===== src/kps_defines.svh =====
`ifndef KPS_DEFINES_SVH
`define KPS_DEFINES_SVH
`define KPS_CLK_MHZ 250
`define KPS_KEY_FILT_US 16000
`define KPS_KEY_FILT_CYC (`KPS_KEY_FILT_US * `KPS_CLK_MHZ)
`define KPS_REG_DLY_US 100
`define KPS_REG_DLY_CYC (`KPS_REG_DLY_US * `KPS_CLK_MHZ)
`define KPS_V3_DLY_US 1000
`define KPS_V3_DLY_CYC (`KPS_V3_DLY_US * `KPS_CLK_MHZ)
`define KPS_OV_FILT_US 50
`define KPS_OV_FILT_CYC (`KPS_OV_FILT_US * `KPS_CLK_MHZ)
`endif


===== src/kps_pkg.sv =====
package kps_pkg;
  typedef enum logic [2:0] {
    KPS_OFF = 3'b000,
    KPS_RELAY = 3'b001,
    KPS_BIAS = 3'b010,
    KPS_RAIL5 = 3'b011,
    KPS_RAIL3 = 3'b100,
    KPS_ON = 3'b101,
    KPS_DUMP = 3'b110
  } kps_state_t;
  typedef struct packed {
    logic main_relay_drive;
    logic bias_en;
    logic five_volt_en;
    logic tracking_supply_one_en;
    logic tracking_supply_two_en;
    logic three_volt_en;
  } kps_en_t;
  typedef struct packed {
    logic battery_uv_release;
    logic five_volt_uv_ok;
    logic battery_ov;
  } kps_cmp_t;
endpackage


===== src/kps_sequencer.sv =====
`timescale 1ns/1ps
`include "kps_defines.svh"
module kps_sequencer
  import kps_pkg::*;
#(
  parameter int unsigned KEY_FILT_CYC = `KPS_KEY_FILT_CYC,
  parameter int unsigned REG_DLY_CYC = `KPS_REG_DLY_CYC,
  parameter int unsigned V3_DLY_CYC = `KPS_V3_DLY_CYC,
  parameter int unsigned OV_FILT_CYC = `KPS_OV_FILT_CYC
) (
  // clock and reset
  input wire logic clk,
  input wire logic rstn,
  // key pin and strap
  input wire logic key_high_threshold,
  input wire logic permanent_supply,
  // analog comparators
  input wire kps_cmp_t cmp,
  // supply enables, filtered key and dump flag
  output kps_en_t en,
  output logic key_filtered,
  output logic dump_off
);
  // ---------------------------------------------------------------
  // shared arithmetic
  // ---------------------------------------------------------------
  function automatic logic [31:0] inc32(input logic [31:0] v);
    return v + 32'h0000_0001;
  endfunction

  // ---------------------------------------------------------------
  // key deglitch filter
  // ---------------------------------------------------------------
  logic [31:0] key_cnt_ff;
  logic [31:0] nxt_key_cnt;
  logic key_filt_ff;
  logic nxt_key_filt;
  wire key_settle = (key_cnt_ff >= KEY_FILT_CYC - 1);
  assign nxt_key_cnt = (key_high_threshold != key_filt_ff) ?
                       (key_settle ? 32'h0000_0000 : inc32(key_cnt_ff)) :
                       32'h0000_0000;
  assign nxt_key_filt = (key_high_threshold != key_filt_ff && key_settle) ?
                        key_high_threshold : key_filt_ff;
  always_ff @(posedge clk or negedge rstn) begin
    if (!rstn) begin
      key_cnt_ff <= 32'h0000_0000;
      key_filt_ff <= 1'b0;
    end else begin
      key_cnt_ff <= nxt_key_cnt;
      key_filt_ff <= nxt_key_filt;
    end
  end
  assign key_filtered = key_filt_ff;

  // ---------------------------------------------------------------
  // overvoltage filter
  // ---------------------------------------------------------------
  logic [31:0] ov_cnt_ff;
  logic [31:0] nxt_ov_cnt;
  wire ov_trip = cmp.battery_ov && (ov_cnt_ff >= OV_FILT_CYC);
  assign nxt_ov_cnt = !cmp.battery_ov ? 32'h0000_0000 :
                      (ov_trip ? ov_cnt_ff : inc32(ov_cnt_ff));
  always_ff @(posedge clk or negedge rstn) begin
    if (!rstn) begin
      ov_cnt_ff <= 32'h0000_0000;
    end else begin
      ov_cnt_ff <= nxt_ov_cnt;
    end
  end

  // ---------------------------------------------------------------
  // sequence state machine
  // ---------------------------------------------------------------
  kps_state_t state_ff;
  kps_state_t nxt_state;
  logic [31:0] dly_ff;
  logic [31:0] nxt_dly;
  wire reg_due = (dly_ff >= REG_DLY_CYC - 1);
  wire v3_due = (dly_ff >= V3_DLY_CYC - 1);
  // permanent supply: the key filter already expired when leaving off
  always_comb begin
    nxt_state = state_ff;
    nxt_dly = 32'h0000_0000;
    case (state_ff)
      KPS_OFF: begin
        if (key_filt_ff) begin
          nxt_state = permanent_supply ? KPS_BIAS : KPS_RELAY;
        end
      end
      KPS_RELAY: begin
        if (cmp.battery_uv_release) begin
          nxt_state = KPS_BIAS;
        end
      end
      KPS_BIAS: begin
        nxt_dly = inc32(dly_ff);
        if (reg_due) begin
          nxt_state = KPS_RAIL5;
          nxt_dly = 32'h0000_0000;
        end
      end
      KPS_RAIL5: begin
        if (cmp.five_volt_uv_ok) begin
          nxt_state = KPS_RAIL3;
        end
      end
      KPS_RAIL3: begin
        nxt_dly = inc32(dly_ff);
        if (!cmp.five_volt_uv_ok) begin
          nxt_dly = 32'h0000_0000;
        end else if (v3_due) begin
          nxt_state = KPS_ON;
          nxt_dly = 32'h0000_0000;
        end
      end
      KPS_ON: begin
        nxt_state = KPS_ON;
      end
      KPS_DUMP: begin
        if (!key_filt_ff && !cmp.battery_ov) begin
          nxt_state = KPS_OFF;
        end
      end
      default: begin
        nxt_state = KPS_OFF;
      end
    endcase
    if (ov_trip && state_ff != KPS_OFF) begin
      nxt_state = KPS_DUMP;
      nxt_dly = 32'h0000_0000;
    end
  end
  always_ff @(posedge clk or negedge rstn) begin
    if (!rstn) begin
      state_ff <= KPS_OFF;
      dly_ff <= 32'h0000_0000;
    end else begin
      state_ff <= nxt_state;
      dly_ff <= nxt_dly;
    end
  end

  // ---------------------------------------------------------------
  // registered enables
  // ---------------------------------------------------------------
  kps_en_t en_ff;
  kps_en_t nxt_en;
  wire up = (nxt_state != KPS_OFF) && (nxt_state != KPS_DUMP);
  wire rail5 = (nxt_state == KPS_RAIL5) || (nxt_state == KPS_RAIL3) ||
               (nxt_state == KPS_ON);
  assign nxt_en.main_relay_drive = up;
  assign nxt_en.bias_en = up && (nxt_state != KPS_RELAY);
  assign nxt_en.five_volt_en = rail5;
  assign nxt_en.tracking_supply_one_en = rail5;
  assign nxt_en.tracking_supply_two_en = rail5;
  assign nxt_en.three_volt_en = (nxt_state == KPS_ON);
  logic dump_ff;
  always_ff @(posedge clk or negedge rstn) begin
    if (!rstn) begin
      en_ff <= '0;
      dump_ff <= 1'b0;
    end else begin
      en_ff <= nxt_en;
      dump_ff <= (nxt_state == KPS_DUMP);
    end
  end
  assign en = en_ff;
  assign dump_off = dump_ff;

  // ---------------------------------------------------------------
  // bias to five volt counter
  // ---------------------------------------------------------------
  logic [31:0] bias_wait_ff;
  always_ff @(posedge clk or negedge rstn) begin
    if (!rstn) begin
      bias_wait_ff <= 32'h0000_0000;
    end else if (en.bias_en && !en.five_volt_en) begin
      bias_wait_ff <= inc32(bias_wait_ff);
    end else begin
      bias_wait_ff <= 32'h0000_0000;
    end
  end
endmodule


===== config.mk =====
export PLATFORM = sky130hd
export DESIGN_NAME = kps_sequencer
export DESIGN_NICKNAME = d
export VERILOG_FILES = /design/src/kps_pkg.sv /design/src/kps_sequencer.sv
export VERILOG_INCLUDE_DIRS = /design/src
export SDC_FILE = /design/constraint.sdc
export NUM_CORES = 1
export LEC_CHECK = 0
export ABC_AREA = 1
export BUFFER_PORTS_ARGS = -buffer_cell sky130_fd_sc_hd__buf_2
export CAP_MARGIN = 5
export CORE_ASPECT_RATIO = 1.75
export CORE_MARGIN = 2
export CORE_UTILIZATION = 55
export DETAILED_ROUTE_END_ITERATION = 16
export PLACE_DENSITY = 0.8
export SETUP_SLACK_MARGIN = 0.1
export SYNTH_ARGS = -nofsm -noshare
export SYNTH_HDL_FRONTEND = slang
export SYNTH_SLANG_ARGS = --single-unit

===== constraint.sdc =====
create_clock -name clk -period 1.64 [get_ports clk]
set_clock_uncertainty 0.05 [all_clocks]
set_input_delay 0.328 -clock clk [delete_from_list [all_inputs] [get_ports clk]]
set_output_delay 0.328 -clock clk [all_outputs]
set_load 0.02 [all_outputs]

==> impl_metrics.yaml <==
cts:
  clk_path_buf_depth: 2
  path_clk_slew_ns: 0.07
  clk_latency_ns: 0.34
  cts_root_buf: "clkbuf_16"
  numCtsBuffers: 9
  cts_tree: "built"
  clock-sinks: 105
  htree_levels: 3
yosys:
  yosysTopAreaCellShare: 0.536
  synth_area_leader_cell: "dfrtp_1"
  ys.flop_type: "dfrtp_1"
  ys_warn_count: 0
  yosysSeqAreaShare: 0.536
  synth_area_leaders: "dfrtp_1, nor2_1, nand2_1"
  syn-cell-area_um2: 4910
  synth_seq_cells: 105
  synth_edf_count: 0
  post_synth_inst_count: 574
  syn-mean-instance-area_um2: 8.55
  async_flop_share: 1.00
  synthDistinctLibCells: 36
detailed_routing:
  routed_wirelength_um: 12000
  wire_per_inst_um: 15.2
  antenna_left: 0
  avgViaCountPerCell: 5.32
  vias: 4196
  drt_iter0_drc: 353
  drc: 0
  first_pass_iters: 6
final_layout:
  syn_to_final_growth_pct: 30.2
  design_area_um2: 6390
  nets: 679
  drive_above_1_share: 0.266
  diodes: 0
floorplanning:
  rows: 45
  start_util: 0.566
  ios: 15
  chipHeight_um: 129
  die_x_um: 75.4
  core_area_um2: 8670
  die_area_um2: 9720
sta:
  fmax_mhz: 534
  fin_setup_tns_ns: -6.85
  finalCritPeriodShare: 1.14
  final_max_slew_viol_count: 0
  hold_viol_final: 0
  fin_ws_ns: -0.234
  period_needed_ns: 1.87
  finalSetupViolations: 60
  rsz0062_at_grt: "true"
power_and_ir_drop:
  leakage_uw: 0.00300
  power.density_nw_per_um2: 940
  max-vdd-ir-drop_mv: 0.729
grt:
  track_usage: 0.229
  grt_overflow: 0
  antenna_found_initial: 0
  grt_max_degree: 37
  grt_pass1_vias: 3989
  grt_pass1_wl_um: 17100
setup_path:
  cp_num_buf_inv: 1
  endpoint_kind: "flip-flop"
  worst_ep_arrival_time_ns: 2.09
  worstPathMaxFanout: 6
  required_ns: 1.86
  cp_top_family: "simple AND/OR/NAND/NOR gates"
  slowest_delay_ns: 0.37
  crit_chain: "nor2_1, nand3_1, nor2_1, nand2_2, nand2_2, nand2_4, nor2_4, clkinv_4, nor3b_2"
  start_kind: "flip-flop"
  cp_slowest_cell: "dfrtp_1"
  path_class: "flip-flop to flip-flop"
placement:
  place_area_um2: 5420
  portBuffers: 14
  dp_hpwl_um: 6680
  gp_congestion: 0.878
min_path:
  min_path_type: "input pin to flip-flop"
run_status:
  violations: "negative setup slack"
  status: "finished, violations left"
flow_run:
  cap_violations: 0
[worst min-delay path, delay by kind of cell]
kind,cells,cell delay (ns)
AOI/OAI and AO/OA,1,0.06
buffers and inverters,1,0.12
and+or+nand+nor,1,0.06
[metrics by stage]
stage	total power (uW)	instances	hold WS, ns	utilization	setup slack (ns)
after floorplan	3290	597	-0.0176	-	0.0669
after global placement	3490	749	0.162	0.625	-0.0323
after detailed placement	3540	749	0.167	0.625	-0.126
after CTS	6010	778	0.185	0.693	-0.0534
after global routing	6280	789	0.229	0.737	-0.295
final	6010	789	0.213	0.737	-0.234
[cell type report]
cell class / count / area (um2)
clock buffer: 9 / 225
clock inverter: 7 / 118
fill: 580 / 2280
inverter: 76 / 290
multi-input combinational: 408 / 2430
sequential: 105 / 2630
tap: 117 / 146
timing repair buffer: 65 / 532
timing repair inverter: 2 / 20.0
[timing repair]
action / CTS / global route
hold buffers: 1 / 0
buffers inserted: 12 / 11
pin swaps: 11 / 20
resized for setup: 43 / 82
cloned: 0 / 2
endpoints found under the setup margin: 63 / 63
endpoints found under the hold margin: 14 / 0
[report_power, final]
| group | leakage (uW) | internal [uW] | switching [uW] | total (uW) |
|---|---|---|---|---|
| clock network | 0.000170 | 1490 | 931 | 2420 |
| registers | 0.00139 | 2720 | 55.4 | 2770 |
| logic | 0.00143 | 253 | 557 | 811 |
[worst paths after layout]
path	from	to	slack [ns]	cells past startpoint
max in group asynchronous	rstn	key_cnt_ff[9]$_DFF_PN0_	0.62	3
min in group asynchronous	rstn	en[1]$_DFF_PN0_	0.35	2
min reg2reg	ov_cnt_ff[19]$_DFFE_PN0P_	ov_cnt_ff[19]$_DFFE_PN0P_	0.42	2
min	key_high_threshold	key_filtered$_DFFE_PN0P_	0.21	3
max reg2reg	key_cnt_ff[14]$_DFF_PN0_	key_cnt_ff[8]$_DFF_PN0_	-0.23	9
max	key_cnt_ff[14]$_DFF_PN0_	key_cnt_ff[8]$_DFF_PN0_	-0.23	9
[flip-flops by register name, summed over array words and instances (netlist names)]
name / count
dly_ff: 32
key_cnt_ff: 32
ov_cnt_ff: 32
en: 4
state_ff: 3
dump_off: 1
key_filtered: 1
[cell families after synthesis]
group / Yosys count / share of synthesized area
AO/OA/AOI/OAI: 42 / 0.0479
XOR/XNOR: 24 / 0.0428
adder cells (fa/ha/maj): 5 / 0.0128
buffers and inverters: 84 / 0.0701
flip-flops: 105 / 0.536
other: 1 / 0.000764
AND/OR/NAND/NOR: 313 / 0.290
[cells in the mapped netlist (2+ instances only)]
cell type / n
buf_4: 3
nand2_1: 105
inv_1: 73
nor3b_1: 7
inv_2: 2
xnor2_1: 3
ha_1: 5
a31oi_1: 3
nor2_1: 109
nor3_1: 19
a21oi_1: 12
nand4_1: 8
dfrtp_1: 105
nand3b_1: 2
and2_1: 2
buf_6: 2
xor2_1: 21
o31ai_1: 2
nor2_2: 7
nand3_1: 36
nor3_4: 3
clkbuf_1: 3
nand2_2: 7
nor4_1: 2
o21ai_0: 22
[cell usage in the layout, fill, tap and decap left out, drive strengths merged]
cell type    count
a211oi           1
a21oi           12
a31oi            3
and2             4
buf             64
bufinv           3
clkbuf           9
clkinv           4
conb            24
dfrtp          105
dlygate4sd3      1
ha               5
inv             78
nand2          113
nand3           38
nand3b           2
nand4            8
nor2           117
nor3            22
nor3b            7
nor4             2
o21ai           22
o22ai            2
o31ai            2
xnor2            3
xor2            21
[routing by layer]
layer  share of wire  global-route usage
met1            0.36               0.256
met2            0.56               0.408
met3           0.041              0.0439
met4           0.038               0.103
met5               0                   0
(Power assumes the default switching activity.)
